File: src/hw/ssr_pkg.sv
package ssr_pkg;

  // serial opcode for a status read
  localparam logic [7:0] OPC_READ_STATUS = 8'h05;
  localparam int OPC_BITS = 8;

  // bits in one pass of byte one then byte two
  localparam int PASS_BITS = 16;

  // number of sector protection registers held in the block
  localparam int SECTORS = 4;

  // status byte one field positions
  localparam int B1_LOCK = 7;
  localparam int B1_SEQ = 6;
  localparam int B1_ERR = 5;
  localparam int B1_WPP = 4;
  localparam int B1_SWP_HI = 3;
  localparam int B1_SWP_LO = 2;
  localparam int B1_WEL = 1;
  localparam int B1_BUSY = 0;

  // status byte two field positions
  localparam int B2_RESET_COMMAND_ENABLE = 4;
  localparam int B2_BUSY = 0;

  // software protection summary codes
  localparam logic [1:0] SWP_NONE = 2'h0;
  localparam logic [1:0] SWP_SOME = 2'h1;
  localparam logic [1:0] SWP_ALL = 2'h3;

  // values after reset
  localparam logic RST_LOCK = 1'h0;
  localparam logic RST_ERR = 1'h0;
  localparam logic RST_RESET_COMMAND_ENABLE = 1'h0;
  localparam logic [SECTORS-1:0] RST_SECT = {SECTORS{1'b1}};

  // serial engine states, gray along idle -> opcode -> stream
  typedef enum logic [1:0] {
    SSR_IDLE = 2'h0,
    SSR_OPCODE = 2'h1,
    SSR_STREAM = 2'h3,
    SSR_IGNORE = 2'h2
  } ssr_state_t;

endpackage

File: src/hw/ssr_sync2.sv
// two-flop synchroniser for levels arriving from another domain
module ssr_sync2 #(
  parameter int W = 1
) (
  input wire logic clk,
  input wire logic reset,
  input wire logic [W-1:0] d,
  output logic [W-1:0] q
);

  logic [W-1:0] meta_r;

  // meta_r feeds only q; clears to zero, so the caller inverts select, but not wp_n
  always_ff @(posedge clk or posedge reset) begin
    if (reset) begin
      meta_r <= '0;
      q <= '0;
    end else begin
      meta_r <= d;
      q <= meta_r;
    end
  end

endmodule

File: src/hw/ssr_status.sv
module ssr_status (
  input wire logic clk,
  input wire logic reset,
  // serial link pins
  input wire logic sck,
  input wire logic cs_n,
  input wire logic si,
  output logic so,
  output logic so_oe_n,
  // write-protect pin, low = asserted
  input wire logic wp_n,
  // state from the program/erase engine, same clock
  input wire logic seq_mode,
  input wire logic write_enable_latch_flag,
  input wire logic busy,
  input wire logic op_end_stb,
  input wire logic op_fail,
  input wire logic op_aborted,
  // decoded commands, same clock
  input wire logic wr_status_stb,
  input wire logic [7:0] wr_status_data,
  input wire logic wr_status2_stb,
  input wire logic [7:0] wr_status2_data,
  input wire logic sect_cmd_stb,
  input wire logic sect_cmd_protect,
  input wire logic [1:0] sect_cmd_idx,
  input wire logic global_stb,
  input wire logic global_protect,
  // observed state
  output logic [7:0] status_byte_one_r,
  output logic [7:0] status_byte_two_r,
  output logic [ssr_pkg::SECTORS-1:0] sector_prot_r,
  output logic reset_cmd_en_r,
  output logic sect_refused_r
);

  logic [3:0] pins_s;
  logic sck_s;
  logic cs_n_s;
  logic si_s;
  logic wp_n_s;
  logic sck_d_r;
  logic sck_rise;
  logic sck_fall;

  ssr_pkg::ssr_state_t state_r;
  ssr_pkg::ssr_state_t state_nxt;

  logic [7:0] opc_r;
  logic [2:0] opc_cnt_r;
  logic [3:0] bit_idx_r;
  logic pass_head;
  logic [15:0] shift_r;
  logic so_r;
  logic so_oe_n_r;

  logic lock_r;
  logic err_r;
  logic reset_command_enable_r;
  logic [ssr_pkg::SECTORS-1:0] sect_r;
  logic refused_r;
  logic [7:0] byte1_r;
  logic [7:0] byte2_r;
  logic [7:0] byte1_now;
  logic [7:0] byte2_now;
  logic [7:0] opc_full;

  // summary of the sector protection registers
  function automatic logic [1:0] swp_of(
    input logic [ssr_pkg::SECTORS-1:0] v
  );
    logic [1:0] r;
    r = ssr_pkg::SWP_SOME;
    if (v == '0) begin
      r = ssr_pkg::SWP_NONE;
    end else if (&v) begin
      r = ssr_pkg::SWP_ALL;
    end
    return r;
  endfunction

  // pins cross from the link domain before anything looks at them
  // select goes in inverted so the cleared synchroniser reads deselected
  ssr_sync2 #(
    .W(4)
  ) u_sync (
    .clk(clk),
    .reset(reset),
    .d({sck, ~cs_n, si, wp_n}),
    .q(pins_s)
  );

  assign sck_s = pins_s[3];
  assign cs_n_s = ~pins_s[2];
  assign si_s = pins_s[1];
  assign wp_n_s = pins_s[0];

  // cleared to the mode 0 idle level; a mode 3 idle clock after reset
  // is masked by select, which reads deselected until the sync fills
  always_ff @(posedge clk or posedge reset) begin
    if (reset) begin
      sck_d_r <= 1'b0;
    end else begin
      sck_d_r <= sck_s;
    end
  end

  // gated by select so idle clock toggling does nothing
  assign sck_rise = sck_s & ~sck_d_r & ~cs_n_s;
  assign sck_fall = ~sck_s & sck_d_r & ~cs_n_s;

  // live status words
  always_comb begin
    byte1_now = 8'h00;
    byte1_now[ssr_pkg::B1_LOCK] = lock_r;
    byte1_now[ssr_pkg::B1_SEQ] = seq_mode;
    byte1_now[ssr_pkg::B1_ERR] = err_r;
    byte1_now[ssr_pkg::B1_WPP] = wp_n_s;
    byte1_now[ssr_pkg::B1_SWP_HI:ssr_pkg::B1_SWP_LO] =
      swp_of(sect_r);
    byte1_now[ssr_pkg::B1_WEL] = write_enable_latch_flag;
    byte1_now[ssr_pkg::B1_BUSY] = busy;
  end

  always_comb begin
    byte2_now = 8'h00;
    byte2_now[ssr_pkg::B2_RESET_COMMAND_ENABLE] = reset_command_enable_r;
    // busy copy lets a host poll from either byte
    byte2_now[ssr_pkg::B2_BUSY] = busy;
  end

  always_ff @(posedge clk or posedge reset) begin
    if (reset) begin
      byte1_r <= 8'h00;
      byte2_r <= 8'h00;
    end else begin
      byte1_r <= byte1_now;
      byte2_r <= byte2_now;
    end
  end

  assign opc_full = {opc_r[6:0], si_s};

  // serial engine; busy never holds it off
  always_comb begin
    state_nxt = state_r;
    unique case (state_r)
      ssr_pkg::SSR_IDLE: begin
        if (!cs_n_s) begin
          state_nxt = ssr_pkg::SSR_OPCODE;
        end
      end
      ssr_pkg::SSR_OPCODE: begin
        if (cs_n_s) begin
          state_nxt = ssr_pkg::SSR_IDLE;
        end else if (sck_rise && opc_cnt_r == 3'(ssr_pkg::OPC_BITS - 1)) begin
          if (opc_full == ssr_pkg::OPC_READ_STATUS) begin
            state_nxt = ssr_pkg::SSR_STREAM;
          end else begin
            state_nxt = ssr_pkg::SSR_IGNORE;
          end
        end
      end
      ssr_pkg::SSR_STREAM: begin
        if (cs_n_s) begin
          state_nxt = ssr_pkg::SSR_IDLE;
        end
      end
      ssr_pkg::SSR_IGNORE: begin
        if (cs_n_s) begin
          state_nxt = ssr_pkg::SSR_IDLE;
        end
      end
    endcase
  end

  always_ff @(posedge clk or posedge reset) begin
    if (reset) begin
      state_r <= ssr_pkg::SSR_IDLE;
    end else begin
      state_r <= state_nxt;
    end
  end

  // opcode capture on rising clock
  always_ff @(posedge clk or posedge reset) begin
    if (reset) begin
      opc_r <= 8'h00;
      opc_cnt_r <= 3'h0;
    end else if (state_r != ssr_pkg::SSR_OPCODE) begin
      opc_r <= 8'h00;
      opc_cnt_r <= 3'h0;
    end else if (sck_rise) begin
      opc_r <= opc_full;
      opc_cnt_r <= opc_cnt_r + 3'h1;
    end
  end

  // position in the pass; wraps back to byte one bit 7
  always_ff @(posedge clk or posedge reset) begin
    if (reset) begin
      bit_idx_r <= 4'h0;
    end else if (state_r != ssr_pkg::SSR_STREAM) begin
      bit_idx_r <= 4'h0;
    end else if (sck_fall) begin
      if (bit_idx_r == 4'(ssr_pkg::PASS_BITS - 1)) begin
        bit_idx_r <= 4'h0;
      end else begin
        bit_idx_r <= bit_idx_r + 4'h1;
      end
    end
  end

  assign pass_head = (bit_idx_r == 4'h0);

  // fresh snapshot at the head of every pass
  always_ff @(posedge clk or posedge reset) begin
    if (reset) begin
      shift_r <= 16'h0000;
    end else if (state_r != ssr_pkg::SSR_STREAM) begin
      shift_r <= 16'h0000;
    end else if (sck_fall && pass_head) begin
      shift_r <= {byte1_now[6:0], byte2_now, 1'b0};
    end else if (sck_fall) begin
      shift_r <= {shift_r[14:0], 1'b0};
    end
  end

  // one status bit per falling edge after the opcode
  always_ff @(posedge clk or posedge reset) begin
    if (reset) begin
      so_r <= 1'b0;
    end else if (state_r != ssr_pkg::SSR_STREAM) begin
      so_r <= 1'b0;
    end else if (sck_fall) begin
      so_r <= pass_head ? byte1_now[7] : shift_r[15];
    end
  end

  // output drives only once the first bit is placed
  always_ff @(posedge clk or posedge reset) begin
    if (reset) begin
      so_oe_n_r <= 1'b1;
    end else if (state_nxt != ssr_pkg::SSR_STREAM) begin
      so_oe_n_r <= 1'b1;
    end else if (sck_fall) begin
      so_oe_n_r <= 1'b0;
    end
  end

  // protection lock; write-status touches nothing else
  always_ff @(posedge clk or posedge reset) begin
    if (reset) begin
      lock_r <= ssr_pkg::RST_LOCK;
    end else if (wr_status_stb) begin
      // pin reads asserted while the sync fills: a clear is refused then
      if (wp_n_s) begin
        lock_r <= wr_status_data[ssr_pkg::B1_LOCK];
      end else if (wr_status_data[ssr_pkg::B1_LOCK]) begin
        lock_r <= 1'b1;
      end
    end
  end

  // byte two write changes only the reset enable
  always_ff @(posedge clk or posedge reset) begin
    if (reset) begin
      reset_command_enable_r <= ssr_pkg::RST_RESET_COMMAND_ENABLE;
    end else if (wr_status2_stb) begin
      reset_command_enable_r <= wr_status2_data[ssr_pkg::B2_RESET_COMMAND_ENABLE];
    end
  end

  // error flag follows only the latest finished operation
  always_ff @(posedge clk or posedge reset) begin
    if (reset) begin
      err_r <= ssr_pkg::RST_ERR;
    end else if (op_end_stb) begin
      if (op_aborted) begin
        err_r <= 1'b0;
      end else begin
        err_r <= op_fail;
      end
    end
  end

  // sector protection registers, frozen while locked
  always_ff @(posedge clk or posedge reset) begin
    if (reset) begin
      sect_r <= ssr_pkg::RST_SECT;
    end else if (!lock_r) begin
      // global wins over a single-sector strobe in the same cycle
      if (global_stb) begin
        sect_r <= {ssr_pkg::SECTORS{global_protect}};
      end else if (sect_cmd_stb) begin
        sect_r[sect_cmd_idx] <= sect_cmd_protect;
      end
    end
  end

  // refusal pulse when a sector or global command meets the lock
  always_ff @(posedge clk or posedge reset) begin
    if (reset) begin
      refused_r <= 1'b0;
    end else begin
      refused_r <= lock_r & (global_stb | sect_cmd_stb);
    end
  end

  assign so = so_r;
  assign so_oe_n = so_oe_n_r;
  assign status_byte_one_r = byte1_r;
  assign status_byte_two_r = byte2_r;
  assign sector_prot_r = sect_r;
  assign reset_cmd_en_r = reset_command_enable_r;
  assign sect_refused_r = refused_r;

endmodule

File: config.mk
export PLATFORM = sky130hd
export DESIGN_NAME = ssr_status
export DESIGN_NICKNAME = d
export VERILOG_FILES = /design/src/hw/ssr_pkg.sv /design/src/hw/ssr_sync2.sv /design/src/hw/ssr_status.sv
export SDC_FILE = /design/constraint.sdc
export NUM_CORES = 1
export LEC_CHECK = 0
export ABC_AREA = 0
export BUFFER_PORTS_ARGS = -buffer_cell sky130_fd_sc_hd__buf_4
export CAP_MARGIN = 15
export CORE_MARGIN = 2
export CORE_UTILIZATION = 50
export CTS_BUF_LIST = sky130_fd_sc_hd__clkbuf_4
export DETAILED_ROUTE_END_ITERATION = 10
export GPL_TIMING_DRIVEN = 1
export HOLD_SLACK_MARGIN = 0.08
export PLACE_DENSITY_LB_ADDON = 0.3
export SLEW_MARGIN = 15
export SYNTH_ARGS = -nofsm -noshare
export SYNTH_HDL_FRONTEND = slang
export SYNTH_HIERARCHICAL = 1
export SYNTH_SLANG_ARGS = --single-unit
File: constraint.sdc
create_clock -name clk -period 1.7 [get_ports clk]
set_input_delay 0.425 -clock clk [delete_from_list [all_inputs] [get_ports clk]]
set_output_delay 0.425 -clock clk [all_outputs]
set_load 0.02 [all_outputs]
# --- Word level (Yosys, flattened, before mapping) ---
# Cells that the tools add are included.
# Widths: inputs -> output; s select.
op_classes:
  order_cmp: 2
  add_sub_neg: 2
  muxes: 31
  reduce_logical: 16
  eq_ne: 9
  bitwise: 10
ops:
  columns: ["operator", "count"]
  rows:
  - ["$mux 16", 3]
  - ["$mux 4", 5]
  - ["$mux 7", 2]
  - ["$mux 2", 6]
  - ["$mux 1", 10]
  - ["$reduce_bool 2->1", 5]
  - ["$eq 8x3->1 const B", 1]
  - ["$logic_not 4->1", 2]
  - ["$mux 3", 2]
  - ["$pmux 2 s3", 1]
  - ["$and 1x1->1", 5]
  - ["$add 4x1->4 const B", 1]
  - ["$bwmux 4", 1]
  - ["$eq 2x2->1 const B", 2]
  - ["$eq 4x4->1 const B", 1]
  - ["$ne 2x2->1 const B", 2]
  - ["$not 1->1", 4]
  - ["$reduce_and 2->1", 2]
  - ["$reduce_and 4->1", 1]
  - ["$add 3x1->3 const B", 1]
  - ["$eq 3x3->1 const B", 1]
  - ["$logic_and 1x1->1", 3]
  - ["$lt 2x3->1 const B", 1]
  - ["$reduce_bool 3->1", 1]
  - ["other kinds (7)", 7]
totals:
  input_bits: 36
  output_inout_bits: 24
  elab_cells: 87
  reg_bits: 61

# --- Logic depth before layout (Yosys ltp) ---
logic_depth:
  depth_word: 9
  ltp_mapped: 6
  depth_no_buf: 5

# --- By module ---
# Netlist, hierarchy kept.
modules_own_cells:
  columns: ["mod", "seq_area_each_um2", "cells_each", "n_inst", "area_per_inst_um2"]
  rows:
  - ["ssr_status", 1282.5, 201, 1, 2290.9]
  - ["ssr_sync2", 200.2, 9, 1, 203.9]

# --- Worst setup path after synthesis ---
# Ideal clock, no wire load.
synth_timing:
  kind: "reg2reg"
  startpoint: "register bit_idx_r[0]"
  endpoint: "register shift_r[5]"
  setup_ps: 94
  slack_ps: 193
  arrival_ps: 1413
  required_time_ps: 1606
  stages_incl_launch_ff: 7
  cell_sequence: "dfrtp_1 inv_1 ha_1 or3b_1 buf_6 mux2i_1 a211oi_1"
synth_via:
  elab_chain_cells: 4
  elab_cells_between_ends: 5
synth_lines:
  columns: ["element", "line", "rtl"]
  rows:
  - ["from (decl)", "ssr_status.sv:51", "logic [3:0] bit_idx_r;"]
  - ["from (signal assigned)", "ssr_status.sv:209", "bit_idx_r <= bit_idx_r + 4'h1;"]
  - ["$logic_not 4->1 *", "ssr_status.sv:214", "assign pass_head = (bit_idx_r == 4'h0);"]
  - ["$logic_and 1x1->1 *", "ssr_status.sv:222", "end else if (sck_fall && pass_head) begin"]
  - ["$mux 16", "ssr_status.sv:222", null]
  - ["$mux 16", "ssr_status.sv:220", "end else if (state_r != ssr_pkg::SSR_STREAM) begin"]
  - ["to (signal assigned)", "ssr_status.sv:223", "shift_r <= {byte1_now[6:0], byte2_now, 1'b0};"]
  - ["to (signal assigned)", "ssr_status.sv:225", "shift_r <= {shift_r[14:0], 1'b0};"]
  - ["to (decl)", "ssr_status.sv:53", "logic [15:0] shift_r;"]
# Every way passes the cells marked *; elsewhere a longest branch is shown, timed or not.
# A chain may end at the register's enable or synchronous reset.

# --- Worst setup path after layout ---
layout_timing:
  startpoint: "register sect_r (netlist bit sector_prot_r[1])"
  endpoint: "output sector_prot_r[1] (netlist bit)"
layout_lines:
  columns: ["element", "line", "rtl"]
  rows:
  - ["from (decl)", "ssr_status.sv:60", "logic [ssr_pkg::SECTORS-1:0] sect_r;"]
  - ["from (signal assigned)", "ssr_status.sv:290", "sect_r <= ssr_pkg::RST_SECT;"]
  - ["from (signal assigned)", "ssr_status.sv:294", "sect_r <= {ssr_pkg::SECTORS{global_protect}};"]
  - ["from (signal, indexed assignment)", "ssr_status.sv:296", "sect_r[sect_cmd_idx] <= sect_cmd_protect;"]
  - ["to (decl)", "ssr_status.sv:32", "output logic [ssr_pkg::SECTORS-1:0] sector_prot_r,"]
# No word-level cell between the ends.

==> flow_summary.ini <==
[floorplan]
die_h_um = 74.6
design.portCount = 60
floorplan.core_area_sq_mm = 0.00475
floorplan.rows = 25
die_w_um = 74.6
full_die_area_sq_mm = 0.00557
initial_utilization_pct = 52.5

[sta]
layout_worst_path_cycle_share_pct = 90.1
timing.setup.tns_ns = 0
timing_hold_violations_final = 0
timing.final.max_slew_violations = 0
shortest_period_the_worst_path_allows_ns = 1.53
timing.clock.skew_ns = 0.0107
timing.final.setup_violations = 0
max_clock_freq_mhz = 653
grt_setup_unrepaired = no

[detailed_routing]
maxUsedRoutingLayer = met4
route.final.wire_length_um = 4190
routedWlPerCell_um = 12.7
met3_wirelength_um = 205
vias = 1733
vias_per_inst = 5.25
drt_iter0_drc = 95
met2WireLength_um = 2010
drtPass1Iterations = 4
antenna_violating_nets_left = 0
post-route-drc-count = 0
met1Wirelength_um = 1910

[critical_path]
worst-r2r-setup-slack_ns = 0.17
r2r.worst_path.cells = 5
worstSetupPathDepth = 1
worst_setup_path_start_kind = flop
path_delay_family = flip-flops
cp.arrival_ns = 1.11
crit_fanout = 4
crit_start = sector_prot_r[1]
timing.setup.critical_path_class = reg -> out
timing.critical_path.to = sector_prot_r[1]
crit_chain = buf_4
slowest_stage = sky130_fd_sc_hd__dfstp_2
critPathRequiredTime_ns = 1.27
max_stage_delay_ns = 0.57
endpoint_kind = output pin
endpoint_of_the_worst_slack_reg_to_reg_timing_path = shift_r[5]
worst-path-buf-inv = 1
rr_startpoint = bit_idx_r[1]

[grt]
grt_pass1_vias = 1645
grt_first_pass_wirelength_um = 7340
grt.total_usage_pct = 17.9
grt_start_max_net_pins = 52
antenna_violations_before_repair = 0
grt.overflow.total = 0

[synthesis]
yosys.cell_count.top_type = sky130_fd_sc_hd__dfrtp_1
yosys-top-cells-count = sky130_fd_sc_hd__dfrtp_1 (54), sky130_fd_sc_hd__nand2_1 (18), sky130_fd_sc_hd__a21oi_1 (17)
syn_area_per_cell_sq_um = 11.9
yosys_top_cell_area_share_pct = 54.2
syn-instance-count = 210
synth_cell_types = 46
syn_area_sq_mm = 0.00249
netlist.top_cell.by_area = sky130_fd_sc_hd__dfrtp_1
synth-async-reset-ratio_pct = 100
ys_seq_area_share_pct = 59.4
yosys_warnings = 6
synth_top_flop_cell = sky130_fd_sc_hd__dfrtp_1
synth_edf_count = 0
synth.area.top_cells = sky130_fd_sc_hd__dfrtp_1 (54%), sky130_fd_sc_hd__dfstp_2 (5.3%), sky130_fd_sc_hd__mux2i_1 (3.6%)
synth-seq-cells = 59

[clock_tree]
clockRootBuffer = sky130_fd_sc_hd__clkbuf_4
clock_sink_count = 59
tritoncts = done
cts_buffers = 9
clock_path_buffers = 2
clk_latency_worst_skew_pair_ns = 0.39
ctsHtreeMaxLevel = 3
cts.clk_slew.worst_paths_ns = 0.09

[cells_and_area]
n_antenna_cell = 0
areaGrowthSynthToFinish_pct = 20.0
layout-drive-gt1-share_pct = 28.1
design.final.nets = 298

[run_status]
status = complete, no violations

[placed_design]
gpl_congestion = 0.810
place.detailed.hpwl_um = 2920
place.port_buffers = 39

[min_path]
min-delay-path-class = in -> reg
min-delay-start = si

[flow_run]
max_cap_viol = 0

[pwr]
power_leakage_nw = 1.43
power_density_mw_per_mm2 = 947
ir_worst_vdd_mv = 0.569
fin_total_pwr_mw = 2.84
-- sequential cells by signal, summed over array words and instances (netlist names) --
signal,flops
u_sync/meta_r,4
opc_cnt_r,3
u_sync/q,4
so_oe_n,1
status_byte_two_r,1
so,1
opc_r,7
status_byte_one_r,8
reset_cmd_en_r,1
sector_prot_r,4
state_r,2
err_r,1
bit_idx_r,4
lock_r,1
sck_d_r,1
sect_refused_r,1
shift_r,15
-- per-layer routing --
layer	vias to the layer above	track usage (%)
li1	842	-
met1	850	22.9
met2	35	27.1
met3	6	7.36
met4	0	7.74
met5	-	0
-- stage by stage --
| stage | setup WS [ns] | instances | cell area, sq um | hold slack (ns) | util [%] |
|---|---|---|---|---|---|
| floorplan | 0.0538 | 215 | 2510 | 0.241 | - |
| global placement | 0.179 | 313 | 2850 | 0.333 | 59.8 |
| detailed placement | 0.116 | 313 | 2850 | 0.336 | 59.8 |
| CTS | 0.0934 | 330 | 2990 | 0.108 | 62.9 |
| global route | 0.0618 | 330 | 2990 | 0.0906 | 63.0 |
| finish | 0.168 | 330 | 2990 | 0.144 | 63.0 |
-- worst min path at each step --
stage | endpoint | depth (start not counted)
after floorplan | u_sync/meta_r[0] | 1
after global placement | u_sync/q[3] | 0
after detailed placement | u_sync/q[0] | 0
after CTS | u_sync/meta_r[0] | 1
after global routing | u_sync/meta_r[1] | 1
final | u_sync/meta_r[1] | 1
-- logic make-up (layout without fill, tap and decap cells) --
family	Yosys count	in the layout	share of synthesized area (%)
other	1	6	0.150
buffers and inverters	27	75	6.52
adders and majority gates	4	4	2.01
AOI/OAI and AO/OA	52	52	14.6
muxes	11	11	4.51
DFF	59	59	59.4
and+or+nand+nor	56	56	12.8
-- cells in the final DEF, fill, tap and decap left out, types with 2 or more instances in the layout --
cell / instances
sky130_fd_sc_hd__a2bb2oi_1: 2
sky130_fd_sc_hd__o21bai_1: 2
sky130_fd_sc_hd__ha_1: 4
sky130_fd_sc_hd__nand3b_1: 2
sky130_fd_sc_hd__o21ai_0: 2
sky130_fd_sc_hd__inv_1: 9
sky130_fd_sc_hd__a22o_1: 10
sky130_fd_sc_hd__nand3_1: 10
sky130_fd_sc_hd__buf_4: 47
sky130_fd_sc_hd__and2_1: 2
sky130_fd_sc_hd__a211oi_1: 8
sky130_fd_sc_hd__dfstp_2: 5
sky130_fd_sc_hd__nand2_1: 18
sky130_fd_sc_hd__nor2_1: 8
sky130_fd_sc_hd__mux2i_1: 9
sky130_fd_sc_hd__clkbuf_4: 13
sky130_fd_sc_hd__conb_1: 6
sky130_fd_sc_hd__a21oi_1: 17
sky130_fd_sc_hd__dfrtp_1: 54
sky130_fd_sc_hd__o21a_1: 2
sky130_fd_sc_hd__nand2b_1: 3
-- layout make-up --
cell class                      instances  area (sq um)
Fill cell                             400          1760
Sequential cell                        59          1480
Multi-Input combinational cell        129           871
Timing Repair Buffer                   49           383
Clock buffer                           13          97.6
Tap cell                               67          83.8
Clock inverter                          3          38.8
Inverter                               10          37.5
-- what timing repair did --
| item | in CTS | in global routing |
|---|---|---|
| buffers inserted | 0 | 0 |
| hold endpoints to repair | 54 | 0 |
| resized for setup | 0 | 1 |
| setup endpoints to repair | 0 | 1 |
| hold buffers | 1 | 0 |
-- power by group --
group          internal, mW  leakage [nW]  total, mW  switching (mW)
sequential             1.48         0.755       1.53          0.0492
combinational         0.156         0.597      0.340           0.185
clock                 0.509        0.0794      0.962           0.453
Power figures use the tool's default switching activity.
